===== src/erc_pkg.sv =====
// package: register map, field layout and types of the receive error counter bank
//------------------------------------------------------------
// Function
//------------------------------------------------------------
// Function
// - keep a 16-bit line code violation count since last read
// - low byte register shows count bits 7..0, cleared by reading; here a low read clears only when it follows a high byte read
// - framing error high byte register returns count bits 15..8
// - framing error low byte register returns count bits 7..0
// - counts reset to zero and restart from zero after being read; here the clearing low read keeps the events counted since the high read
// - line code violation high byte register returns count bits 15..8
package erc_pkg;

	//------------------------------------------------------------
	// register indices; byte address is four times the index
	//------------------------------------------------------------
	localparam logic [13:0] IDX_LCV_HIGH  = 14'h0900;
	localparam logic [13:0] IDX_LCV_LOW   = 14'h0901;
	localparam logic [13:0] IDX_FAE_HIGH  = 14'h0902;
	localparam logic [13:0] IDX_FAE_LOW   = 14'h0903;
	localparam logic [13:0] IDX_INT_STAT  = 14'h0904;
	localparam logic [13:0] IDX_INT_MASK  = 14'h0905;

	localparam int          ADDR_W        = 16;
	localparam int          DATA_W        = 32;
	localparam int          CNT_W         = 16;
	localparam int          NUM_CNT       = 2;

	//------------------------------------------------------------
	// counter slots, status and mask bit positions
	//------------------------------------------------------------
	localparam int          SLOT_LCV      = 0;
	localparam int          SLOT_FAE      = 1;

	localparam logic [15:0] CNT_RESET     = 16'h0000;
	localparam logic [15:0] CNT_MAX       = 16'hFFFF;
	localparam logic [1:0]  INT_RESET     = 2'h0;
	localparam logic [31:0] RD_ZERO       = 32'h0000_0000;

	//------------------------------------------------------------
	// types
	//------------------------------------------------------------
	typedef struct packed {
		logic fae;
		logic lcv;
	} erc_evt_t;

	typedef struct packed {
		logic              read;
		logic              write;
		logic [ADDR_W-1:0] address;
		logic [3:0]        byteenable;
		logic [DATA_W-1:0] writedata;
	} erc_req_t;

endpackage


===== src/erc_counters.sv =====
// receive error counter bank with an Avalon-MM slave and a level interrupt
`timescale 1ns/1ps
module erc_counters
(
	input  wire logic                      clock,
	input  wire logic                      reset,
	input  wire erc_pkg::erc_evt_t         events,
	input  wire erc_pkg::erc_req_t         avs_req,
	output logic [erc_pkg::DATA_W-1:0]     avs_readdata,
	output logic                           avs_waitrequest,
	output logic                           irq
);

	//------------------------------------------------------------
	// bus decode
	//------------------------------------------------------------
	logic [erc_pkg::CNT_W-1:0] count [erc_pkg::NUM_CNT];
	logic [erc_pkg::CNT_W-1:0] snap  [erc_pkg::NUM_CNT];
	logic [erc_pkg::NUM_CNT-1:0] armed;
	logic [erc_pkg::NUM_CNT-1:0] int_stat;
	logic [erc_pkg::NUM_CNT-1:0] int_mask;
	logic [erc_pkg::NUM_CNT-1:0] sat_set;

	wire        req      = avs_req.read | avs_req.write;
	// reads act at the edge that starts the access, the master holds it anyway
	wire        start_rd = avs_req.read & avs_waitrequest;
	// writes act only at the edge where waitrequest is seen low
	wire        accept_wr = avs_req.write & ~avs_waitrequest;
	wire [13:0] idx      = avs_req.address[15:2];

	wire sel_lcv_hi = (idx == erc_pkg::IDX_LCV_HIGH);
	wire sel_lcv_lo = (idx == erc_pkg::IDX_LCV_LOW);
	wire sel_fae_hi = (idx == erc_pkg::IDX_FAE_HIGH);
	wire sel_fae_lo = (idx == erc_pkg::IDX_FAE_LOW);
	wire sel_stat   = (idx == erc_pkg::IDX_INT_STAT);
	wire sel_mask   = (idx == erc_pkg::IDX_INT_MASK);

	wire [erc_pkg::NUM_CNT-1:0] sel_hi = {sel_fae_hi, sel_lcv_hi};
	wire [erc_pkg::NUM_CNT-1:0] sel_lo = {sel_fae_lo, sel_lcv_lo};
	wire [erc_pkg::NUM_CNT-1:0] evt    = {events.fae, events.lcv};

	wire wr_low_lane = accept_wr & avs_req.byteenable[0];
	wire stat_clr_en = wr_low_lane & sel_stat;
	wire mask_wr_en  = wr_low_lane & sel_mask;

	//------------------------------------------------------------
	// read data selection
	//------------------------------------------------------------
	wire [7:0] lcv_lo_byte = armed[erc_pkg::SLOT_LCV] ?
		snap[erc_pkg::SLOT_LCV][7:0] : count[erc_pkg::SLOT_LCV][7:0];
	wire [7:0] fae_lo_byte = armed[erc_pkg::SLOT_FAE] ?
		snap[erc_pkg::SLOT_FAE][7:0] : count[erc_pkg::SLOT_FAE][7:0];

	logic [31:0] next_readdata;
	always_comb
	begin
		if (sel_lcv_hi)
			next_readdata = {24'h00_0000, count[erc_pkg::SLOT_LCV][15:8]};
		else if (sel_lcv_lo)
			next_readdata = {24'h00_0000, lcv_lo_byte};
		else if (sel_fae_hi)
			next_readdata = {24'h00_0000, count[erc_pkg::SLOT_FAE][15:8]};
		else if (sel_fae_lo)
			next_readdata = {24'h00_0000, fae_lo_byte};
		else if (sel_stat)
			next_readdata = {30'h0000_0000, int_stat};
		else if (sel_mask)
			next_readdata = {30'h0000_0000, int_mask};
		else
			next_readdata = erc_pkg::RD_ZERO;
	end

	//------------------------------------------------------------
	// slave handshake: one wait cycle, then the answer
	//------------------------------------------------------------
	wire next_waitrequest = ~(req & avs_waitrequest);

	always_ff @(posedge clock)
	begin
		if (reset)
		begin
			avs_waitrequest <= 1'b1;
			avs_readdata    <= erc_pkg::RD_ZERO;
		end
		else
		begin
			avs_waitrequest <= next_waitrequest;
			if (start_rd)
				avs_readdata <= next_readdata;
		end
	end

	//------------------------------------------------------------
	// counters
	//------------------------------------------------------------
	genvar i;
	generate
		for (i = 0; i < erc_pkg::NUM_CNT; i++)
		begin : g_cnt
			// saturate rather than wrap so a full count never reads as small
			wire       inc      = evt[i] & (count[i] != erc_pkg::CNT_MAX);
			wire       rd_hi    = start_rd & sel_hi[i];
			// only a low read that follows a high read clears
			wire       rd_clear = start_rd & sel_lo[i] & armed[i];
			// events since the high read survive the clear
			wire [15:0] next_count = rd_clear ?
				16'(count[i] - snap[i] + {15'h0000, inc}) :
				16'(count[i] + {15'h0000, inc});

			assign sat_set[i] = (next_count == erc_pkg::CNT_MAX) &&
				(count[i] != erc_pkg::CNT_MAX);

			always_ff @(posedge clock)
			begin
				if (reset)
				begin
					count[i] <= erc_pkg::CNT_RESET;
					snap[i]  <= erc_pkg::CNT_RESET;
					armed[i] <= 1'b0;
				end
				else
				begin
					count[i] <= next_count;
					if (rd_hi)
					begin
						snap[i]  <= count[i];
						armed[i] <= 1'b1;
					end
					else if (rd_clear)
						armed[i] <= 1'b0;
				end
			end
		end
	endgenerate

	//------------------------------------------------------------
	// interrupt: sticky saturation flags, write one to clear
	//------------------------------------------------------------
	wire [1:0] stat_clr  = stat_clr_en ? avs_req.writedata[1:0] : 2'h0;
	// a set in the clearing cycle wins
	wire [1:0] next_stat = (int_stat & ~stat_clr) | sat_set;

	always_ff @(posedge clock)
	begin
		if (reset)
		begin
			int_stat <= erc_pkg::INT_RESET;
			int_mask <= erc_pkg::INT_RESET;
			irq      <= 1'b0;
		end
		else
		begin
			int_stat <= next_stat;
			if (mask_wr_en)
				int_mask <= avs_req.writedata[1:0];
			irq <= |(next_stat & (mask_wr_en ? avs_req.writedata[1:0] : int_mask));
		end
	end

endmodule


===== config.mk =====
export PLATFORM = sky130hd
export DESIGN_NAME = erc_counters
export DESIGN_NICKNAME = d
export VERILOG_FILES = /design/src/erc_pkg.sv /design/src/erc_counters.sv
export SDC_FILE = /design/constraint.sdc
export NUM_CORES = 1
export LEC_CHECK = 0
export ABC_AREA = 1
export BUFFER_PORTS_ARGS = -buffer_cell sky130_fd_sc_hd__clkbuf_2
export CAP_MARGIN = 20
export CORE_AREA = 4 4 146 148
export CTS_CLUSTER_SIZE = 8
export DETAILED_ROUTE_END_ITERATION = 12
export DIE_AREA = 0 0 150 152
export PLACE_DENSITY = 0.55
export SETUP_SLACK_MARGIN = 0.2
export SKIP_CTS_REPAIR_TIMING = 1
export SYNTH_ARGS = -nofsm -noshare
export SYNTH_HDL_FRONTEND = slang
export SYNTH_SLANG_ARGS = --single-unit

===== constraint.sdc =====
create_clock -name clock -period 2.8 [get_ports clock]
set_input_delay 0.42 -clock clock [delete_from_list [all_inputs] [get_ports clock]]
set_output_delay 0.42 -clock clock [all_outputs]
set_load 0.02 [all_outputs]

# Yosys cells after proc, flatten, opt, wreduce, memory -nomap -nowiden
# Memories as Yosys holds them, arrays and structs flattened.
# Cells that the tools add are included.
[totals]
ff_bits = 40
mem_bits_rw = 64
in_bits = 58
output_inout_bits = 34
memories = 2
[op_classes]
add_sub_neg = 6
eq_ne = 10
n_mux = 29
bitwise_logic = 25
reduce_logical = 5
[memory_table]
columns = ["memory", "depth", "width", "rd", "rd_clocked_by_memory_dff", "write_ports", "line_no", "rtl"]
rows = [
  ["count", 2, 16, 2, 0, 2, "erc_counters.sv:17", "logic [erc_pkg::CNT_W-1:0] count [erc_pkg::NUM_CNT];"],
  ["snap", 2, 16, 2, 0, 2, "erc_counters.sv:18", "logic [erc_pkg::CNT_W-1:0] snap [erc_pkg::NUM_CNT];"],
]
[op_table]
columns = ["operator", "n"]
rows = [
  ["16-bit two-way mux", 6],
  ["14-bit by 12-bit equality test with 1-bit output (second input constant)", 6],
  ["16-bit by 1-bit adder with 16-bit output", 4],
  ["8-bit two-way mux", 6],
  ["16-bit equality test (second input constant)", 2],
  ["16-bit != test (second input constant)", 2],
  ["16-bit subtractor", 2],
  ["1-bit AND", 14],
  ["1-bit two-way mux", 13],
  ["2-bit two-way mux", 4],
  ["1-bit OR", 5],
  ["2-bit AND", 2],
  ["2-bit nonzero test", 2],
  ["1-bit logical AND", 2],
  ["1-bit inverter", 2],
  ["2-bit inverter", 1],
  ["2-bit OR", 1],
  ["2-bit OR reduction", 1],
]

# Depth between registers and ports, before layout
# Gate-level depths: netlist of the first run.
[depth]
word_depth = 10
ltp_mapped = 25
mapped_depth_nobuf = 25

# Worst setup path after synthesis of the first run
# Ideal clock, no wire load.
[synth_path]
kind = "input to register"
from = "in avs_req[46] (netlist name)"
to = "mem snap[0][0] (netlist name) (enable)"
arrival_time_ps = 2373
required_time_ps = 2389
setup_slack_ps = 16
stages = 6
path_cell_list = "inv_1 nor2_2 nand3_4 inv_2 nand4_1 o21ai_0"
[synth_rtl]
columns = ["element", "line_no", "rtl"]
rows = [
  ["start: declaration", "erc_counters.sv:8", "input wire erc_pkg::erc_req_t avs_req,"],
  ["end: declaration", "erc_counters.sv:18", ""],
]

==> run summary, run 1 <==
The run finished, with violations left. The final reports fail on negative setup slack. The final clock skew is between 8 and 9 ps. The dominant cell type by area after synthesis is nand2_1.

The count of input and output buffers is 32. The worst setup slack after layout came out at -93.40 ps. The worst setup path is launched from a flop.

The transition time of the tightest slew-check pin is 746.7 ps. The wire length of the first global-routing pass is 31,460 um. The flip-flop and latch area is approximately 1900 um2. The die is 150 um wide. Dividing total power by cell area gives a power density of approximately 330 nW/um2. During synthesis, Yosys emitted a total of 0 warnings. The tool flagged a number of max-cap violations equal to 0. The number of enable flip-flop cells after synthesis came out at 32. The fraction of registers with async set/reset is 0. The die is about 150 um tall. In this run the critical register-to-register path is launched from count[0][4]$_SDFF_PP0_. The worst hold path was traced through 2 stages. In this run, CTS created clock tree buffers numbering 9.

The final total negative setup slack came out at -132.6 ps. The level count of the clock H-tree came out at 3. In this run, distinct cell masters in the synthesized netlist total a little over 40. For this run, the detailed router's first-pass iteration total came to 5. The most used flip-flop cell after synthesis is dfxtp_1.

The placed wire-length estimate after detailed placement came out at around 16,000 um. The worst setup path is captured at a flop. The clock-pin slew of the registers on the worst-case setup and hold paths is about 60 ps.

The overall routed net length is 19,880 um. The final estimated routing congestion in global placement came out at between 0.8 and 0.9. The worst register-to-register path ends at irq$_SDFF_PP0_. Sorting the synthesized cells by area gives the leading types as nand2_1, dfxtp_1, edfxtp_1.

The worst-case headroom to the max-slew limit is 0.5008. The number of rows created at floorplan came out at 52. Once placement finished, the instance area stood at 7835 um2.

The initial antenna violation count came to 0. Clock tree synthesis selected as its root buffer the cell clkbuf_16. The worst supply voltage drop on vdd came out at 270.6 uV. The number of buffers on the longest clock path is 2. The synthesized design contains 80 register bits.

The register-to-register path setup slack is -90 ps. The antenna diode count is 0. The share of post-route cells with drive strength above 1 is 0.1872.

For the finished layout, the period the worst path requires is between 2000 and 3000 ps. The number of failing hold endpoints at the final stage came to 0. The tightest min-delay check is of the primary input to flop type. After detailed routing, the number of vias per cell comes to around 4.6. The post-synthesis sequential area ratio came out at 0.2791. The initial core utilization is 0.3437.

The count of nets after finishing came out at ~1,300. In this run the remaining antenna-violating nets after routing total 0. The clock sink count came out at 80. Synthesis produced a netlist whose cell count is between 1,000 and 1,500.

The achievable frequency came out at 345.6 MHz. The final non-filler cell area is 8392 um2. The average size of a mapped cell came out at between 6 and 7 um2. The count of endpoints failing setup in the final report is 3. The count of unresolved DRC violations after routing is 0. The multi-input combinational cells in the finished layout cover a total of ~4400 um2. The total via count in the routed design came out at between 6,000 and 7,000. The largest net degree at the start of global routing came out at 45. Compared with the post-synthesis result, the final layout area differs by 21.86%.

The full die area came out at 22,800 um2. The detailed-route wire length per cell came out at between 10 and 15 um. The clock reaches the later pin of the worst-skew pair after 340 ps. The arrival time at the worst endpoint is around 3200 ps. The critical path is of the flop to flop type. The share of synthesized area in the top cell type comes to 0.1755. Setup repair after global routing could not meet its margin everywhere.

The first routing iteration left roughly 430 violations. The floorplan step defined a core boundary enclosing between 20,000 and 25,000 um2. The worst-path maximum fanout came out at 2. In this run the most critical hold path is launched from avs_req[53]. The number of global-route vias before repair came out at roughly 6,200. The number of pins with negative max-slew slack in the final report came to 0. Across every metal layer, demand over resource in global routing totals 0.1730.

TritonCTS built the clock tree. The total congestion overflow after global routing came out at 0. The post-place setup slack is -256.9 ps.

The number of inserted filler cells in the final layout is ~2,200. The required arrival time at the worst endpoint came out at roughly 3000 ps. The leakage power is a little over 4 nW. The worst hold path terminates at avs_waitrequest$_SDFF_PP1_. The combined area of all synthesized cells is slightly below 7000 um2. The count of boundary I/O pins is 92. Of the available clock period, the critical path in the final layout requires 1.033.

The number of cells traversed by the worst register-to-register path came out at 23.
## cells by family after synthesis
group	synth area share
AND/OR/NAND/NOR	0.3621
AO/OA/AOI/OAI	0.07249
XOR/XNOR	0.03815
other	0.0005445
buffers and inverters	0.1255
flip-flops	0.2791
adder cells (fa/ha/maj)	0.1221
## critical path: stages, from the launching register on
cell and delay [ps]:
dfxtp_1 340, nand4_1 120, nor4_2 340, buf_4 190
nor2_4 50, ha_4 150, inv_1 80, fa_2 220
inv_2 40, nand3_1 70, nand2_2 70, nand2_2 80
nand2_2 70, nand2_2 80, nand3_1 80, nand3_2 100
nand2_1 70, inv_1 50, nand2_1 70, nor2_2 190
nand3_2 160, nand2_1 110, nand3_1 60, nand2_1 70
## per-layer routing
layer | up-vias | share of wire | GRT usage
li1 | 3534 | - | -
met1 | 2975 | 0.47 | 0.2270
met2 | 85 | 0.48 | 0.2972
met3 | 25 | 0.023 | 0.02204
met4 | 0 | 0.023 | 0.04837
met5 | - | 0 | 0
## cell type report
cell class,instances,share of cell area
clock buffer,11,0.02893
clock inverter,5,0.002684
inverter,160,0.07157
multi-input combinational,791,0.5242
sequential,80,0.2310
tap,270,0.04026
timing repair buffer,123,0.1014
## Yosys cell counts (all sizes together), types with 13 or more instances
master	count
buf	28
nor3	13
xor2	24
inv	160
nand4	20
nand3	71
nand2	324
edfxtp	32
ha	64
nor2	139
clkbuf	13
dfxtp	48
a21oi	40
o21ai	32
## registers in the layout, indices dropped and copies added (netlist names)
name / cells
snap: 32
count: 32
irq: 1
avs_readdata: 8
armed: 2
int_stat: 2
int_mask: 2
avs_waitrequest: 1
## power breakdown
part	total [mW]	switching [mW]	internal [mW]
Sequential	1.25	0.0137	1.23
Combinational	0.451	0.279	0.172
Clock	1.07	0.459	0.614
Total	2.77	0.752	2.02
## worst max path at each step
stage                                       start                     end  cells after the start
after floorplan            count[1][8]$_SDFF_PP0_  int_stat[1]$_SDFF_PP0_                     19
after global placement    count[0][13]$_SDFF_PP0_          irq$_SDFF_PP0_                     19
after detailed placement  count[0][13]$_SDFF_PP0_          irq$_SDFF_PP0_                     19
after CTS                 count[0][13]$_SDFF_PP0_          irq$_SDFF_PP0_                     19
after global routing       count[0][3]$_SDFF_PP0_          irq$_SDFF_PP0_                     23
final                      count[0][4]$_SDFF_PP0_          irq$_SDFF_PP0_                     23
## through the flow
step	cells	total power, mW	utilization	hold slack [ps]
2_1_floorplan	1072	1.559	-	457.9
3_3_place_gp	1414	1.677	0.3910	441.4
3_5_place_dp	1414	1.682	0.3910	444.3
4_1_cts	1430	2.753	0.4042	300.6
5_1_grt	1440	2.908	0.4188	309.3
6_report	1440	2.770	0.4188	309.3
## cells in the final DEF (no fill, tap or decap), types with 25 or more instances in the layout
| master | n |
|---|---|
| inv_1 | 152 |
| edfxtp_1 | 32 |
| nor2_1 | 123 |
| clkbuf_2 | 32 |
| nand2_1 | 304 |
| ha_1 | 60 |
| o21ai_0 | 25 |
| nand3_1 | 60 |
| buf_4 | 89 |
| a21oi_1 | 40 |
| dfxtp_1 | 37 |
Power figures use the tool's default switching activity.
==> run 2, diff against run 1 <==
CORE_AREA = 4 4 144 146   (was 4 4 146 148)
DIE_AREA = 0 0 148 150   (was 0 0 150 152)
PLACE_DENSITY = 0.56   (was 0.55)
==> run 2 against run 1 <==
The run still ends with negative setup slack left; via count is 0.24% lower; non-clock buffer count decreased by 1; critical path type unchanged; sequential power about the same; final area grew 0.36%; cell count decreased by 0.42%; sequential share of layout area fell by 0.068 points; setup slack improved by 75 ps; clock skew fell by 1.9 ps; power increased by 2.3%.
==> run summary, run 2 (same netlist as run 1, synthesis figures left out) <==
The flow ran to the end, but the final reports show violations. The checks that failed: negative setup slack. The length of the first detailed-routing pass in iterations came out at 5 (unchanged). The startpoint of the lowest-slack register-to-register path is count[1][5]$_SDFF_PP0_. The worst-case headroom to the max-slew limit came out at 0.6121 (+0.1113). The wire length of the first global-routing pass is 30,730 um (-2.3%).

The placed wire-length estimate after detailed placement is 16,060 um (-1.2%). TritonCTS built the clock tree. The worst supply voltage drop on vdd is 297.9 uV (+10%). The cell area after placement is 7851 um2 (+0.21%).

The classification of the worst-slack hold path is primary input to flop. The horizontal extent of the die is 148 um (-1.3%). The number of buffers on the longest clock path came out at 2 (unchanged). The achievable frequency came to 354.8 MHz (+2.6%). The clock-pin slew of the registers on the worst-case setup and hold paths is 60 ps (about the same).

The number of cells traversed by the worst register-to-register path was 17 (-26%). The worst register-to-register path ends at int_stat[1]$_SDFF_PP0_. The leakage power is 4.073 nW (-0.25%). The category of the worst setup path capture point is a flop. The number of rows created at floorplan came out at 51 (-1.9%). The hold-critical path depth was 2 (unchanged). The total global-route track usage is 0.1742 (+0.001242).

The time the final worst path needs with I/O delays and setup is 2819 ps (-74.60 ps). The flip-flop and latch area is 1939 um2 (about the same). The final estimated routing congestion in global placement came out at 0.8949 (about the same). The count of input and output buffers was 32 (unchanged). The core region area is 19,400 um2 (-3.2%). The detailed-route wire length per cell was 13.59 um (-1.6%). The initial core utilization came out at 0.3550 (+0.01135). The count of unresolved DRC violations after routing is 0 (unchanged). The arrival time at the worst endpoint came out at 3110 ps (-70 ps). The antenna diode count came out at 0 (unchanged).

The share of post-route cells with drive strength above 1 came to 0.1899 (+0.002726). The full die area is 22,200 um2 (-2.6%). The count of nets after finishing came to 1,288 (-0.078%). The number of global-route vias before repair is 6,274 (+0.45%). The count of endpoints failing setup in the final report is 2 (-1).

The height of the die is 150 um (-1.3%). The commonest non-fill, non-tap cell in the layout is nand2_1. The final total negative setup slack came out at -36.33 ps (+96.22 ps). The total via count in the routed design is 6,603 (-0.24%). The number of failing hold endpoints at the final stage is 0 (unchanged).

STA classifies the critical path startpoint as a flop. The register-to-register path setup slack came to -20 ps (+70 ps). The largest net degree at the start of global routing was 45 (unchanged). The number of pins with negative max-slew slack in the final report came to 0 (unchanged).

The area growth from synthesis to layout is 22.29%. The worst hold slack across all endpoints came out at 300.7 ps (-8.631 ps). The clock buffer count from CTS is 9 (unchanged). The worst-path maximum fanout came to 4 (+2). The remaining number of nets flagged by the antenna check after routing came out at 0 (unchanged). The initial antenna violation count came out at 0 (unchanged). Setup repair after global routing could not meet its margin everywhere. The number of inserted filler cells in the final layout is 2,111 (-4.2%). The final clock skew came out at 6.854 ps (-1.883 ps). The transition time of the tightest slew-check pin came out at 578.7 ps (-168.0 ps). The clock tree root buffer cell is clkbuf_16. Leaving out fill and tap cells, the most frequent cells in the layout are nand2_1, inv_1, nor2_1, buf_4, nand3_1. The average vias per placed instance came out at 4.605 (+0.18%).

The level count of the clock H-tree is 3 (unchanged). The start point of the worst min-delay path is avs_req[53]. The number of DRC markers in iteration 0 is 363 (-15%). The total of max-cap violations came to 0 (unchanged). The power density normalized to cell area came out at 336.5 nW/um2 (+2.0%). The count of boundary I/O pins is 92 (unchanged). The worst setup slack after layout came out at -18.80 ps (+74.60 ps). The worst hold path terminates at avs_waitrequest$_SDFF_PP1_. The area used by multi-input combinational logic is 4422 um2 (+0.51%).

The final non-filler cell area is 8422 um2 (+0.36%). The clock latency reported for the late side of the worst-skew pair came out at 340 ps (about the same). The final clock period utilization by the worst path is 1.007 (-0.02664).

The largest registers in the layout are count x32, snap x32, avs_readdata x8. The overall power of the completed layout came out at 2.834 mW (+2.3%). The worst setup path is of the flop to flop kind. The total congestion overflow after global routing came out at 0 (unchanged). The overall routed net length came out at 19,490 um (-2.0%). The required arrival time at the worst endpoint is 3090 ps (about the same). The clock sink count was 80 (unchanged).
==> run 2: cell count changes in the layout (fill, tap and decap cells not counted), sizes merged <==
| cell | change |
|---|---|
| buf | -1 |
| clkbuf | +5 |
| clkinv | -5 |
==> run 2: how the worst max path moves through the flow <==
stage,from,endpoint,slack [ps],cells after the start
after global placement,count[0][13]$_SDFF_PP0_,irq$_SDFF_PP0_,-230,23
after CTS,count[0][14]$_SDFF_PP0_,irq$_SDFF_PP0_,-280,23
final,count[1][5]$_SDFF_PP0_,int_stat[1]$_SDFF_PP0_,-20,17
after global routing,count[1][5]$_SDFF_PP0_,irq$_SDFF_PP0_,-240,20
after floorplan,count[1][8]$_SDFF_PP0_,int_stat[1]$_SDFF_PP0_,220,19
after detailed placement,count[0][14]$_SDFF_PP0_,irq$_SDFF_PP0_,-270,23
==> run 2: worst max-delay path: stages, from the launching register on <==
cell and delay (ps):
dfxtp_2 350, nand2_4 60, nor4_4 400, a21boi_2 110, ha_2 210, fa_2 370, nand3_2 90, nand2_4 70
nand2_4 80, nand2_4 50, nand2_1 70, nand3_1 70, nand3_1 120, nand2_1 90, nor2_1 160, nand3_1 150
o21ai_2 180, and2_1 130
==> run 2: cell type report <==
type / count / area share
Sequential cell: 80 / 0.2303
Clock buffer: 16 / 0.03343
Inverter: 160 / 0.07131
Tap cell: 265 / 0.03937
Timing Repair Buffer: 122 / 0.1006
Multi-Input combinational cell: 791 / 0.5250
==> run 2: metal layers <==
layer	wire length [um]	vias up	part of all wire	global-route usage
met2	9381	102	0.48	0.3040
li1	-	3532	-	-
met1	9062	2941	0.47	0.2235
met3	525	28	0.027	0.01666
met4	517	0	0.027	0.06513
met5	0	-	0	0
==> run 2: where the power goes <==
part | switching (mW) | total, mW | internal, mW
Sequential | 0.0144 | 1.25 | 1.23
Combinational | 0.277 | 0.452 | 0.175
Clock | 0.459 | 1.14 | 0.676
Total | 0.751 | 2.83 | 2.08
==> run 2: through the flow <==
step           setup slack (ps)  utilization  cells
2_1_floorplan             223.6            -   1072
3_3_place_gp             -234.0       0.4047   1412
3_5_place_dp             -269.8       0.4047   1412
4_1_cts                  -280.9       0.4192   1428
5_1_grt                  -241.4       0.4341   1434
6_report                 -18.80       0.4341   1434
